--- config.mk ---
export PLATFORM = sky130hd
export DESIGN_NAME = tdh_host
export DESIGN_NICKNAME = d
export VERILOG_FILES = /design/src/tdh_pkg.sv /design/src/tdh_link_if.sv /design/src/tdh_host.sv /design/src/tdh_clkgen.sv
export SDC_FILE = /design/constraint.sdc
export NUM_CORES = 2
export LEC_CHECK = 0
export ABC_CLOCK_PERIOD_IN_PS = 8300
export BUFFER_PORTS_ARGS = -buffer_cell sky130_fd_sc_hd__buf_2
export CORE_ASPECT_RATIO = 0.5
export CORE_UTILIZATION = 59
export CTS_CLUSTER_SIZE = 20
export DETAILED_ROUTE_END_ITERATION = 10
export PLACE_DENSITY = 0.76
export SLEW_MARGIN = 40
export SYNTH_ARGS = -nofsm -noshare
export SYNTH_HDL_FRONTEND = slang
export SYNTH_SLANG_ARGS = --single-unit
export TNS_END_PERCENT = 5
--- constraint.sdc ---
create_clock -name i_sys_clk -period 8.3 [get_ports i_sys_clk]
set_clock_uncertainty 0.1 [all_clocks]
set_input_delay 0.83 -clock i_sys_clk [delete_from_list [all_inputs] [get_ports i_sys_clk]]
set_output_delay 0.83 -clock i_sys_clk [all_outputs]
set_load 0.05 [all_outputs]
--- src/tdh_pkg.sv ---
// package: constants, types and helpers of the tdm codec host
// Behaviour
// one 16-bit slot per codec channel in the chain, no idle slots
// role pin high makes the codec drive frame sync and bit clock
// standard bit clock is 16 x frame rate x channels x mode factor
// codec output leaves high impedance at frame sync fall, msb first
// control slot without a read returns zeros in its low byte
// input words msb first, captured on falling bit clock after frame sync
// with 15+1 format, data bit D0 set returns codec to programming mode
// frame rate is master clock over 16 times the three dividers
// in a cascade the host takes frame sync from the master codec
// stand-alone slave holds delayed_frame_sync low; link clocks run always; the host drives them only with C_EN set in TDH_RUN
// after reset host leaves frame sync undriven for 132 master clocks
// channel rate divided by n, 1 to 8; host repeats samples n frames
// programming mode frame is data frame then control frame
// programming mode takes 32 bit clocks per channel per frame
// continuous mode drops the control frame, words back to back
// with 16-bit format continuous mode ends only by host port or reset
// turbo must be enabled before entering continuous mode; the host only refuses setting both bits in one write
// turbo valid only when M x N exceeds channels x mode factor
// turbo bit clock is master clock over first divider, up to 25 MHz
// turbo frames keep 32 bit clocks, frame sync one bit clock wide
// non-turbo slave aligns once; turbo slave resyncs every frame sync
// slave codec best run in turbo, bit clock a multiple of 32 x frame rate
// control word: address D15-D13, read D12, broadcast D11, data low byte
// first slot is highest channel address, descending along the chain
package tdh_pkg;
    localparam logic [3:0]  WORD_LAST  = 4'hF;
    localparam logic [1:0]  MODE_PROG  = 2'h2;
    localparam logic [1:0]  MODE_CONT  = 2'h1;
    localparam logic [15:0] SLOT_BITS  = 16'h0010;
    localparam int unsigned RST_MCLK   = 6;
    localparam int unsigned INIT_MCLK  = 132;
    // ==========================================================
    // register map
    localparam logic [11:0] A_CTRL     = 12'h000;
    localparam logic [11:0] A_CFG      = 12'h004;
    localparam logic [11:0] A_BCLK     = 12'h008;
    localparam logic [11:0] A_CMD      = 12'h00C;
    localparam logic [11:0] A_STAT     = 12'h010;
    localparam logic [11:0] A_TX       = 12'h040;
    localparam logic [11:0] A_RX       = 12'h080;
    localparam int unsigned C_EN       = 0;
    localparam int unsigned C_DEVM     = 1;
    localparam int unsigned C_CONT     = 2;
    localparam int unsigned C_TURBO    = 3;
    localparam int unsigned C_FMT15    = 4;
    localparam int unsigned C_CASC     = 5;
    localparam int unsigned C_EXIT     = 6;
    localparam int unsigned C_DRST     = 7;
    localparam logic [5:0]  CTRL_RST   = 6'h02;
    localparam int unsigned CFG_NDIV   = 5;
    localparam int unsigned CFG_M      = 8;
    localparam int unsigned CFG_N      = 16;
    localparam logic [31:0] CFG_RST    = 32'h0000_0002;
    localparam logic [31:0] BCLK_RST   = 32'h0040_0002;
    localparam int unsigned S_RDV      = 2;
    localparam int unsigned CMD_TGT    = 16;
    localparam int unsigned CW_READ    = 12;
    localparam logic [15:0] NOP_WORD   = 16'h1000;

    typedef enum logic [1:0] {
        TDH_RST  = 2'h0,
        TDH_INIT = 2'h1,
        TDH_RUN  = 2'h3
    } tdh_state_e;

    typedef enum logic [2:0] {
        SEL_CTRL, SEL_CFG, SEL_BCLK, SEL_CMD, SEL_STAT, SEL_TX, SEL_RX, SEL_NONE
    } tdh_sel_e;

    function automatic tdh_sel_e reg_sel(input logic [11:0] a);
        if (a[1:0] != 2'h0) return SEL_NONE;
        else if (a == A_CTRL) return SEL_CTRL;
        else if (a == A_CFG) return SEL_CFG;
        else if (a == A_BCLK) return SEL_BCLK;
        else if (a == A_CMD) return SEL_CMD;
        else if (a == A_STAT) return SEL_STAT;
        else if (a[11:6] == A_TX[11:6]) return SEL_TX;
        else if (a[11:6] == A_RX[11:6]) return SEL_RX;
        else return SEL_NONE;
    endfunction

    function automatic logic turbo_ok(input logic [7:0] m, input logic [7:0] n,
                                      input logic [4:0] nch, input logic [1:0] mode);
        return (16'(m) * 16'(n)) > (16'(nch) * 16'(mode));
    endfunction

    function automatic logic [3:0] slot_ch(input logic [5:0] s, input logic [4:0] nch);
        logic [5:0] r;
        r = (s >= {1'b0, nch}) ? s - {1'b0, nch} : s;
        return 4'({1'b0, nch} - 6'h01 - r);
    endfunction
endpackage

--- src/tdh_link_if.sv ---
// interface: bit clock events and link setup between host core and clock block
`timescale 1ns/100ps
interface tdh_link_if;
    logic        drive;
    logic [15:0] half;
    logic [15:0] fbits;
    logic        rise;
    logic        fall;
    logic        fs;
    modport core (output drive, output half, output fbits,
                  input rise, input fall, input fs);
    modport gen  (input drive, input half, input fbits,
                  output rise, output fall, output fs);
endinterface

--- src/tdh_host.sv ---
// module: tdm codec host with apb registers, reset sequencing and slot engine
`timescale 1ns/100ps
module tdh_host #(
    parameter int unsigned MCLK_RATIO = 1
) (
    input  wire logic        i_sys_clk,
    input  wire logic        i_sys_rst,
    input  wire logic [11:0] i_paddr,
    input  wire logic        i_psel,
    input  wire logic        i_penable,
    input  wire logic        i_pwrite,
    input  wire logic [31:0] i_pwdata,
    output logic      [31:0] o_prdata,
    output logic             o_pready,
    output logic             o_pslverr,
    input  wire logic        i_sclk,
    output logic             o_sclk,
    output logic             o_sclk_oe_n,
    input  wire logic        i_fs,
    output logic             o_fs,
    output logic             o_fs_oe_n,
    output logic             o_din,
    input  wire logic        i_dout,
    output logic             o_dev_rst_n,
    output logic             o_role_master,
    output logic             o_fsd_level
);
    localparam logic [11:0] RST_LAST  = 12'(tdh_pkg::RST_MCLK * MCLK_RATIO - 1);
    localparam logic [11:0] INIT_LAST = 12'(tdh_pkg::INIT_MCLK * MCLK_RATIO - 1);

    typedef struct packed {
        tdh_pkg::tdh_state_e st;
        logic [11:0]         cnt;
        logic [5:0]          ctrl;
        logic [31:0]         cfg;
        logic [31:0]         bclk;
        logic [15:0]         cmd;
        logic [3:0]          tgt;
        logic                pend;
        logic                rd_valid;
        logic [7:0]          rd_byte;
        logic                exit_arm;
        logic                exit_act;
        logic                active;
        logic [5:0]          slot;
        logic [3:0]          bitn;
        logic [15:0]         tsh;
        logic [15:0]         rsh;
        logic [2:0]          fcnt;
        logic                fs_prev;
        logic                frame_seen;
        logic [15:0][15:0]   tx;
        logic [15:0][15:0]   rx;
        logic [31:0]         prdata;
        logic                pready;
        logic                pslverr;
        logic                din;
        logic                rst_n;
        logic [1:0]          dsync;
    } tdh_host_s;

    tdh_host_s q;
    tdh_host_s n;
    tdh_link_if lk ();

    logic [4:0]        nch;
    logic [7:0]        div_m;
    logic [7:0]        div_n;
    logic [1:0]        mode;
    logic [5:0]        total;
    logic              start;
    logic [5:0]        ld_slot;
    logic [3:0]        ld_ch;
    logic [3:0]        cur_ch;
    logic              ld_data;
    logic              cur_data;
    logic              ex;
    logic [15:0]       load_w;
    logic [15:0]       rword;
    logic              acc;
    tdh_pkg::tdh_sel_e sel;
    logic [5:0]        wctrl;

    // ==========================================================
    // frame layout
    assign nch     = q.cfg[4:0];
    assign div_m   = q.cfg[tdh_pkg::CFG_M +: 8];
    assign div_n   = q.cfg[tdh_pkg::CFG_N +: 8];
    assign mode    = q.ctrl[tdh_pkg::C_CONT] ? tdh_pkg::MODE_CONT : tdh_pkg::MODE_PROG;
    assign total   = q.ctrl[tdh_pkg::C_CONT] ? {1'b0, nch} : {nch, 1'b0};
    assign start   = lk.rise && q.fs_prev && !lk.fs && q.active == 1'b0
                     && q.st == tdh_pkg::TDH_RUN && q.ctrl[tdh_pkg::C_EN];
    assign ld_slot = start ? 6'h00 : q.slot + 6'h01;
    assign ld_ch   = tdh_pkg::slot_ch(ld_slot, nch);
    assign cur_ch  = tdh_pkg::slot_ch(q.slot, nch);
    assign ld_data = ld_slot < {1'b0, nch};
    assign cur_data = q.slot < {1'b0, nch};
    assign ex      = start ? q.exit_arm : q.exit_act;
    assign rword   = {q.rsh[14:0], q.dsync[1]};

    always_comb begin
        if (ld_data) begin
            load_w = {q.tx[ld_ch][15:1], q.tx[ld_ch][0] | ex};
        end else if (q.pend && q.tgt == ld_ch) begin
            load_w = q.cmd;
        end else begin
            load_w = tdh_pkg::NOP_WORD;
        end
    end

    // link setup: in codec-master role the host only listens; the cascade bit does not change the drive
    assign lk.drive = !q.ctrl[tdh_pkg::C_DEVM] && q.ctrl[tdh_pkg::C_EN]
                      && q.st == tdh_pkg::TDH_RUN;
    assign lk.half  = q.bclk[15:0];
    // a slave codec is best kept in turbo with a 32-multiple frame
    assign lk.fbits = q.ctrl[tdh_pkg::C_TURBO] ? q.bclk[31:16]
                      : 16'(tdh_pkg::SLOT_BITS * 16'(nch) * 16'(mode));

    // ==========================================================
    // apb slave
    assign acc   = i_psel && i_penable && !q.pready;
    assign sel   = tdh_pkg::reg_sel(i_paddr);
    assign wctrl = i_pwdata[5:0];

    always_comb begin
        n = q;
        n.pready = 1'b0;
        n.dsync = {q.dsync[0], i_dout};
        // ======================================================
        // codec reset and start-up window
        case (q.st)
            tdh_pkg::TDH_RST: begin
                n.rst_n = 1'b0;
                n.active = 1'b0;
                n.din = 1'b0;
                n.pend = 1'b0;
                n.cnt = q.cnt + 12'h001;
                if (q.cnt == RST_LAST) begin
                    n.st = tdh_pkg::TDH_INIT;
                    n.cnt = '0;
                    n.rst_n = 1'b1;
                end
            end
            tdh_pkg::TDH_INIT: begin
                // link pins stay undriven until the codec has found its place
                n.cnt = q.cnt + 12'h001;
                if (q.cnt == INIT_LAST) begin
                    n.st = tdh_pkg::TDH_RUN;
                    n.cnt = '0;
                end
            end
            default: begin
                n.st = tdh_pkg::TDH_RUN;
            end
        endcase
        // ======================================================
        // register access
        if (acc) begin
            n.pready = 1'b1;
            n.pslverr = 1'b0;
            n.prdata = '0;
            if (i_pwrite) begin
                if (sel == tdh_pkg::SEL_CTRL) begin
                    n.ctrl[tdh_pkg::C_EN] = wctrl[tdh_pkg::C_EN];
                    n.ctrl[tdh_pkg::C_DEVM] = wctrl[tdh_pkg::C_DEVM];
                    n.ctrl[tdh_pkg::C_FMT15] = wctrl[tdh_pkg::C_FMT15];
                    n.ctrl[tdh_pkg::C_CASC] = wctrl[tdh_pkg::C_CASC];
                    // turbo only changes in programming mode and when it can work
                    if (!q.ctrl[tdh_pkg::C_CONT] && (!wctrl[tdh_pkg::C_TURBO]
                        || tdh_pkg::turbo_ok(div_m, div_n, nch, tdh_pkg::MODE_PROG))) begin
                        n.ctrl[tdh_pkg::C_TURBO] = wctrl[tdh_pkg::C_TURBO];
                    end
                    // entering continuous together with turbo is refused
                    if (!(wctrl[tdh_pkg::C_CONT] && !q.ctrl[tdh_pkg::C_CONT]
                          && wctrl[tdh_pkg::C_TURBO] && !q.ctrl[tdh_pkg::C_TURBO])) begin
                        n.ctrl[tdh_pkg::C_CONT] = wctrl[tdh_pkg::C_CONT];
                    end
                    // clearing continuous means software already did it by host port
                    if (i_pwdata[tdh_pkg::C_EXIT] && q.ctrl[tdh_pkg::C_CONT]
                        && q.ctrl[tdh_pkg::C_FMT15]) begin
                        n.ctrl[tdh_pkg::C_CONT] = 1'b1;
                        n.exit_arm = 1'b1;
                    end
                    if (i_pwdata[tdh_pkg::C_DRST]) begin
                        n.st = tdh_pkg::TDH_RST;
                        n.cnt = '0;
                        n.ctrl[tdh_pkg::C_CONT] = 1'b0;
                        n.ctrl[tdh_pkg::C_TURBO] = 1'b0;
                        n.exit_arm = 1'b0;
                    end
                end else if (sel == tdh_pkg::SEL_CFG) begin
                    n.cfg = i_pwdata;
                end else if (sel == tdh_pkg::SEL_BCLK) begin
                    n.bclk = i_pwdata;
                end else if (sel == tdh_pkg::SEL_CMD) begin
                    if (q.pend) begin
                        n.pslverr = 1'b1;
                    end else begin
                        n.cmd = i_pwdata[15:0];
                        n.tgt = i_pwdata[tdh_pkg::CMD_TGT +: 4];
                        n.pend = 1'b1;
                    end
                end else if (sel == tdh_pkg::SEL_STAT) begin
                    if (i_pwdata[tdh_pkg::S_RDV]) n.rd_valid = 1'b0;
                end else if (sel == tdh_pkg::SEL_TX) begin
                    n.tx[i_paddr[5:2]] = i_pwdata[15:0];
                end else begin
                    n.pslverr = 1'b1;
                end
            end else begin
                if (sel == tdh_pkg::SEL_CTRL) begin
                    n.prdata = {26'h0, q.ctrl};
                end else if (sel == tdh_pkg::SEL_CFG) begin
                    n.prdata = q.cfg;
                end else if (sel == tdh_pkg::SEL_BCLK) begin
                    n.prdata = q.bclk;
                end else if (sel == tdh_pkg::SEL_CMD) begin
                    n.prdata = {11'h0, q.pend, q.tgt, q.cmd};
                end else if (sel == tdh_pkg::SEL_STAT) begin
                    n.prdata = {16'h0, q.rd_byte, 3'h0, q.exit_arm, q.frame_seen,
                                q.rd_valid, q.ctrl[tdh_pkg::C_CONT],
                                q.st != tdh_pkg::TDH_RUN};
                end else if (sel == tdh_pkg::SEL_TX) begin
                    n.prdata = {16'h0, q.tx[i_paddr[5:2]]};
                end else if (sel == tdh_pkg::SEL_RX) begin
                    n.prdata = {16'h0, q.rx[i_paddr[5:2]]};
                end else begin
                    n.pslverr = 1'b1;
                end
            end
        end
        // ======================================================
        // slot engine; runs after the bus so hardware sets win over clears
        if (lk.rise) n.fs_prev = lk.fs;
        if (start) begin
            n.active = 1'b1;
            n.slot = '0;
            n.bitn = '0;
            n.tsh = load_w;
            n.din = load_w[15];
            n.exit_act = q.exit_arm;
            n.exit_arm = 1'b0;
            n.frame_seen = 1'b1;
            n.fcnt = (q.fcnt >= q.cfg[tdh_pkg::CFG_NDIV +: 3]) ? 3'h0 : q.fcnt + 3'h1;
        end else if (q.active && lk.fall) begin
            n.rsh = rword;
            if (q.bitn == tdh_pkg::WORD_LAST) begin
                n.bitn = '0;
                if (cur_data) begin
                    // only one of the n repeated samples is kept
                    if (q.fcnt == 3'h0) n.rx[cur_ch] = rword;
                end else if (q.pend && q.tgt == cur_ch) begin
                    n.pend = 1'b0;
                    if (q.cmd[tdh_pkg::CW_READ]) begin
                        n.rd_valid = 1'b1;
                        n.rd_byte = rword[7:0];
                    end
                end
                if (q.slot >= total - 6'h01) begin
                    n.active = 1'b0;
                    n.din = 1'b0;
                    n.exit_act = 1'b0;
                    if (q.exit_act) n.ctrl[tdh_pkg::C_CONT] = 1'b0;
                end else begin
                    n.slot = ld_slot;
                    n.tsh = load_w;
                    n.din = load_w[15];
                end
            end else begin
                n.bitn = q.bitn + 4'h1;
                n.tsh = {q.tsh[14:0], 1'b0};
                n.din = q.tsh[14];
            end
        end
    end

    always_ff @(posedge i_sys_clk) begin
        if (i_sys_rst) begin
            q       <= '0;
            q.st    <= tdh_pkg::TDH_RST;
            q.ctrl  <= tdh_pkg::CTRL_RST;
            q.cfg   <= tdh_pkg::CFG_RST;
            q.bclk  <= tdh_pkg::BCLK_RST;
        end else begin
            q <= n;
        end
    end

    tdh_clkgen u_clkgen (
        .i_sys_clk   (i_sys_clk),
        .i_sys_rst   (i_sys_rst),
        .lk          (lk),
        .i_sclk      (i_sclk),
        .i_fs        (i_fs),
        .o_sclk      (o_sclk),
        .o_sclk_oe_n (o_sclk_oe_n),
        .o_fs        (o_fs),
        .o_fs_oe_n   (o_fs_oe_n)
    );

    assign o_prdata      = q.prdata;
    assign o_pready      = q.pready;
    assign o_pslverr     = q.pslverr;
    assign o_din         = q.din;
    assign o_dev_rst_n   = q.rst_n;
    assign o_role_master = q.ctrl[tdh_pkg::C_DEVM];
    assign o_fsd_level   = q.ctrl[tdh_pkg::C_CASC];
endmodule

--- src/tdh_clkgen.sv ---
// module: bit clock and frame sync generator or synchroniser for the link
`timescale 1ns/100ps
module tdh_clkgen (
    input  wire logic  i_sys_clk,
    input  wire logic  i_sys_rst,
    tdh_link_if.gen    lk,
    input  wire logic  i_sclk,
    input  wire logic  i_fs,
    output logic       o_sclk,
    output logic       o_sclk_oe_n,
    output logic       o_fs,
    output logic       o_fs_oe_n
);
    typedef struct packed {
        logic [15:0] div;
        logic [15:0] bcnt;
        logic        sclk;
        logic        fs;
        logic        oe_n;
        logic [2:0]  sc_s;
        logic [1:0]  fs_s;
        logic        rise;
        logic        fall;
        logic        fs_o;
    } tdh_gen_s;

    tdh_gen_s q;
    tdh_gen_s n;

    always_comb begin
        n = q;
        n.rise = 1'b0;
        n.fall = 1'b0;
        n.sc_s = {q.sc_s[1:0], i_sclk};
        n.fs_s = {q.fs_s[0], i_fs};
        n.oe_n = ~lk.drive;
        if (lk.drive) begin
            if (({1'b0, q.div} + 17'h00001) >= {1'b0, lk.half}) begin
                n.div  = '0;
                n.sclk = ~q.sclk;
                n.rise = ~q.sclk;
                n.fall = q.sclk;
                if (!q.sclk) begin
                    n.bcnt = (q.bcnt >= lk.fbits - 16'h0001) ? '0 : q.bcnt + 16'h0001;
                    n.fs   = (n.bcnt == lk.fbits - 16'h0001);
                end
            end else begin
                n.div = q.div + 16'h0001;
            end
        end else begin
            // codec is master: follow its pins through two flops
            n.div  = '0;
            n.bcnt = '0;
            n.sclk = 1'b0;
            n.rise = q.sc_s[1] & ~q.sc_s[2];
            n.fall = ~q.sc_s[1] & q.sc_s[2];
            n.fs   = q.fs_s[1];
        end
        // pin value registered so the top output comes straight from a flop
        n.fs_o = n.fs & lk.drive;
    end

    always_ff @(posedge i_sys_clk) begin
        if (i_sys_rst) begin
            q      <= '0;
            q.oe_n <= 1'b1;
        end else begin
            q <= n;
        end
    end

    assign lk.rise     = q.rise;
    assign lk.fall     = q.fall;
    assign lk.fs       = q.fs;
    assign o_sclk      = q.sclk;
    assign o_sclk_oe_n = q.oe_n;
    assign o_fs        = q.fs_o;
    assign o_fs_oe_n   = q.oe_n;
endmodule

==> impl_metrics.json <==
{
  "synthCells": 4623,
  "syn2layout_area_growth_pct": 8.274,
  "synth_cell_types": 95,
  "crit_family": "simple AND/OR/NAND/NOR gates",
  "worst_path_max_delay_cell": "mux4_2",
  "cts_htree_levels": 3,
  "leakage_nw": 15.56,
  "period_share_pct": 80.20,
  "yosysTopAreaCell": "dfxtp_1",
  "vias": 35569,
  "clkTransAtPathRegs_ns": 0.07,
  "cts_made_buffers": 68,
  "swShare_pct": 23.83,
  "portBuffers": 93,
  "drive_above_1_share_pct": 13.69,
  "drv_cap": 0,
  "syn-num-nets": 4825,
  "die_h_um": 185.8,
  "switching_power_mw": 1.734,
  "hold_violations": 0,
  "total_power_mw": 7.278,
  "seq_power_share_pct": 49.9,
  "crit_end": "q[572]",
  "r2r_start": "q[713]",
  "final_max_slew_viol_count": 0,
  "cts_tree": "yes",
  "wl_per_cell_um": 23.87,
  "routed_wl_mm": 129.4,
  "intPower_mw": 5.543,
  "multi_input_area_um2": 22890,
  "antenna_left": 0,
  "grt_pass1_wl_mm": 195.9,
  "num_rows": 66,
  "reg2reg_setup_slack_ns": 1.64,
  "failed_checks": "design-rule violations",
  "startpoint_type": "flop",
  "setup_viol": 0,
  "grt_max_degree": 139,
  "tightest_slew_ns": 0.9465,
  "yosys_warnings": 0,
  "worst_ep_arrival_time_ns": 7.11,
  "num-fill-cells": 5260,
  "fin_crit_ns": 6.656,
  "critPathLaunch": "q[713]",
  "cts.repair.resized": 0,
  "finalSetupTns_ns": 0,
  "rsz0062_at_grt": "false",
  "clk_path_buf_depth": 3,
  "drc": 8,
  "yosysTopAreaCellShare_pct": 37.93,
  "ys_async_sr_fraction_pct": 0,
  "status": "finished with violations",
  "ys.flop_type": "dfxtp_1",
  "r2r_cells": 21,
  "track_usage_pct": 37.25,
  "die_x_um": 369.5,
  "pwr-share-clk_pct": 46.5,
  "grt_overflow": 0,
  "r2r_end": "q[572]",
  "cts_sinks": 755,
  "grt_pass1_vias": 33378,
  "drt-initial-drc-count": 5199,
  "hold_class": "input pin to flop",
  "die_area_um2": 68640,
  "core-area_um2": 65900,
  "start_util_pct": 60.47,
  "powerDensity_nw_per_um2": 168.7,
  "crit_path_max_incr_delay_ns": 0.58,
  "ys_seq_elements": 755,
  "final_nets": 4684,
  "postCtsHoldBufs": 0,
  "fmax_mhz": 150.2,
  "seqCellArea_um2": 15120,
  "vdd_drop_max_mv": 0.1498,
  "critical_path_required_ns": 8.75,
  "worstSetupPathType": "flop to flop",
  "cp_num_cells": 21,
  "place_congestion": 0.9722,
  "path_buf_inv": 2,
  "via_per_inst": 6.560,
  "p_comb_share_pct": 3.6,
  "worstSetupEndpointType": "flop",
  "critPathMaxFanout": 10,
  "cp_cell_sequence": "nand3_2, nand2b_1, nand2_1, ha_1, inv_1, fa_1, a21o_1, a21oi_1, and2b_2, a2111oi_4, mux2i_1, ha_1, nor2b_1, o21ai_0, nor3b_1, nor2_2, xor2_4, buf_4, mux4_2, nand2_1, a21oi_1",
  "root_buffer": "clkbuf_16",
  "avgSynthCellArea_um2": 8.619,
  "insertion_delay_ns": 0.66,
  "dr.pass1.iters": 11,
  "antenna_found_initial": 6,
  "synth-edff-count": 0,
  "syn_area_um2": 39850,
  "ys_seq_area_share_pct": 37.93,
  "postCtsSetupRepairBufs": 0,
  "ys_top_cells_by_area": "dfxtp_1 (38%), mux4_2 (13%), nand2_1 (12%)",
  "io_pins": 94,
  "slew_headroom_pct": 36.67,
  "hpwl_mm": 85.59
}
power by group through the flow:
stage                     logic, mW  registers (mW)  clock network, mW
after detailed placement      0.252            3.71                  0
after floorplan               0.175            3.71                  0
after global routing          0.271            3.63               3.56
after global placement        0.244            3.71                  0
after CTS                     0.253            3.63               3.40
final                         0.261            3.63               3.39
area by class of cell:
type / count / share of cell area, %
clock buffer: 91 / 4.330
inverter: 107 / 0.9309
sequential: 755 / 35.04
antenna: 2 / 0.01160
tap: 884 / 2.564
timing repair buffer: 180 / 2.941
clock inverter: 33 / 1.140
multi-input combinational: 3370 / 53.05
cell usage after synthesis, drive strengths merged, types with 35 or more instances:
| library cell | n |
|---|---|
| xnor2 | 52 |
| nand2 | 1253 |
| ha | 110 |
| o21ai | 67 |
| dfxtp | 755 |
| nand3 | 59 |
| fa | 40 |
| nor2 | 255 |
| clkbuf | 310 |
| and2 | 78 |
| nand4 | 35 |
| a21oi | 649 |
| mux2i | 108 |
| nor3 | 35 |
| inv | 106 |
| xor2 | 35 |
| mux4 | 238 |
| buf | 80 |
per-layer routing:
metal | track usage (%) | part of all wire (%) | vias up | wire length, um
met3 | 10.85 | 13 | 469 | 16920
met2 | 56.84 | 44 | 2264 | 56510
li1 | - | - | 15621 | -
met5 | 0 | 0.025 | - | 32
met4 | 16.63 | 4.6 | 6 | 5949
met1 | 49.16 | 39 | 17209 | 50030
through the flow:
stage | hold slack (ns) | utilization, % | cell area (um2) | worst slack, ns | cells
2_1_floorplan | 0.3138 | - | 39850 | 2.319 | 4623
3_3_place_gp | 0.3199 | 61.37 | 40440 | 1.732 | 5282
3_5_place_dp | 0.3315 | 61.80 | 40730 | 1.543 | 5296
4_1_cts | 0.2777 | 65.38 | 43090 | 1.554 | 5420
5_1_grt | 0.2947 | 65.47 | 43140 | 1.283 | 5421
6_report | 0.2984 | 65.47 | 43140 | 1.644 | 5422
worst min path at each step:
stage | startpoint | endpoint | cells past startpoint
2_1_floorplan | n[1] | q[1] | 1
3_3_place_gp | u_clkgen.n[6] | u_clkgen.n[7] | 1
6_report | i_dout | n[1] | 2
4_1_cts | i_dout | n[1] | 2
3_5_place_dp | n[1] | q[1] | 1
5_1_grt | i_dout | n[1] | 2
cells by family (layout without fill, tap and decap cells):
kind of cell,Yosys count,after routing,synth area share (%)
compound gates,909,909,12.97
xor+xnor,88,88,1.991
fa+ha+maj,150,150,5.464
buf+inv,498,411,5.244
flops,755,755,37.93
mux,355,355,16.45
other cells,1,3,0.009411
simple gates,1867,1867,19.94
cell usage in the layout (no fill, tap or decap), types with 68 or more instances in the layout:
cell,count
dfxtp_1,754
clkbuf_16,68
mux4_2,236
mux2i_1,107
buf_2,90
nor2_1,247
a21oi_1,648
inv_1,106
nand2_1,1240
and2_1,73
buf_4,73
ha_1,109
state kept, by name (all words and copies together) (netlist names):
register	flops
o_dev_rst_n	1
o_din	1
u_clkgen.o_sclk	1
o_pready	1
u_clkgen.lk.fs	1
u_clkgen.n	3
div_n	8
q	636
u_clkgen.o_fs_oe_n	1
u_clkgen.lk.rise	1
nch	5
div_m	8
o_pslverr	1
u_clkgen.lk.fall	1
o_role_master	1
u_clkgen.o_fs	1
o_prdata	32
u_clkgen.q	34
n	1
lk.half	16
o_fsd_level	1
Power figures use the tool's default switching activity.
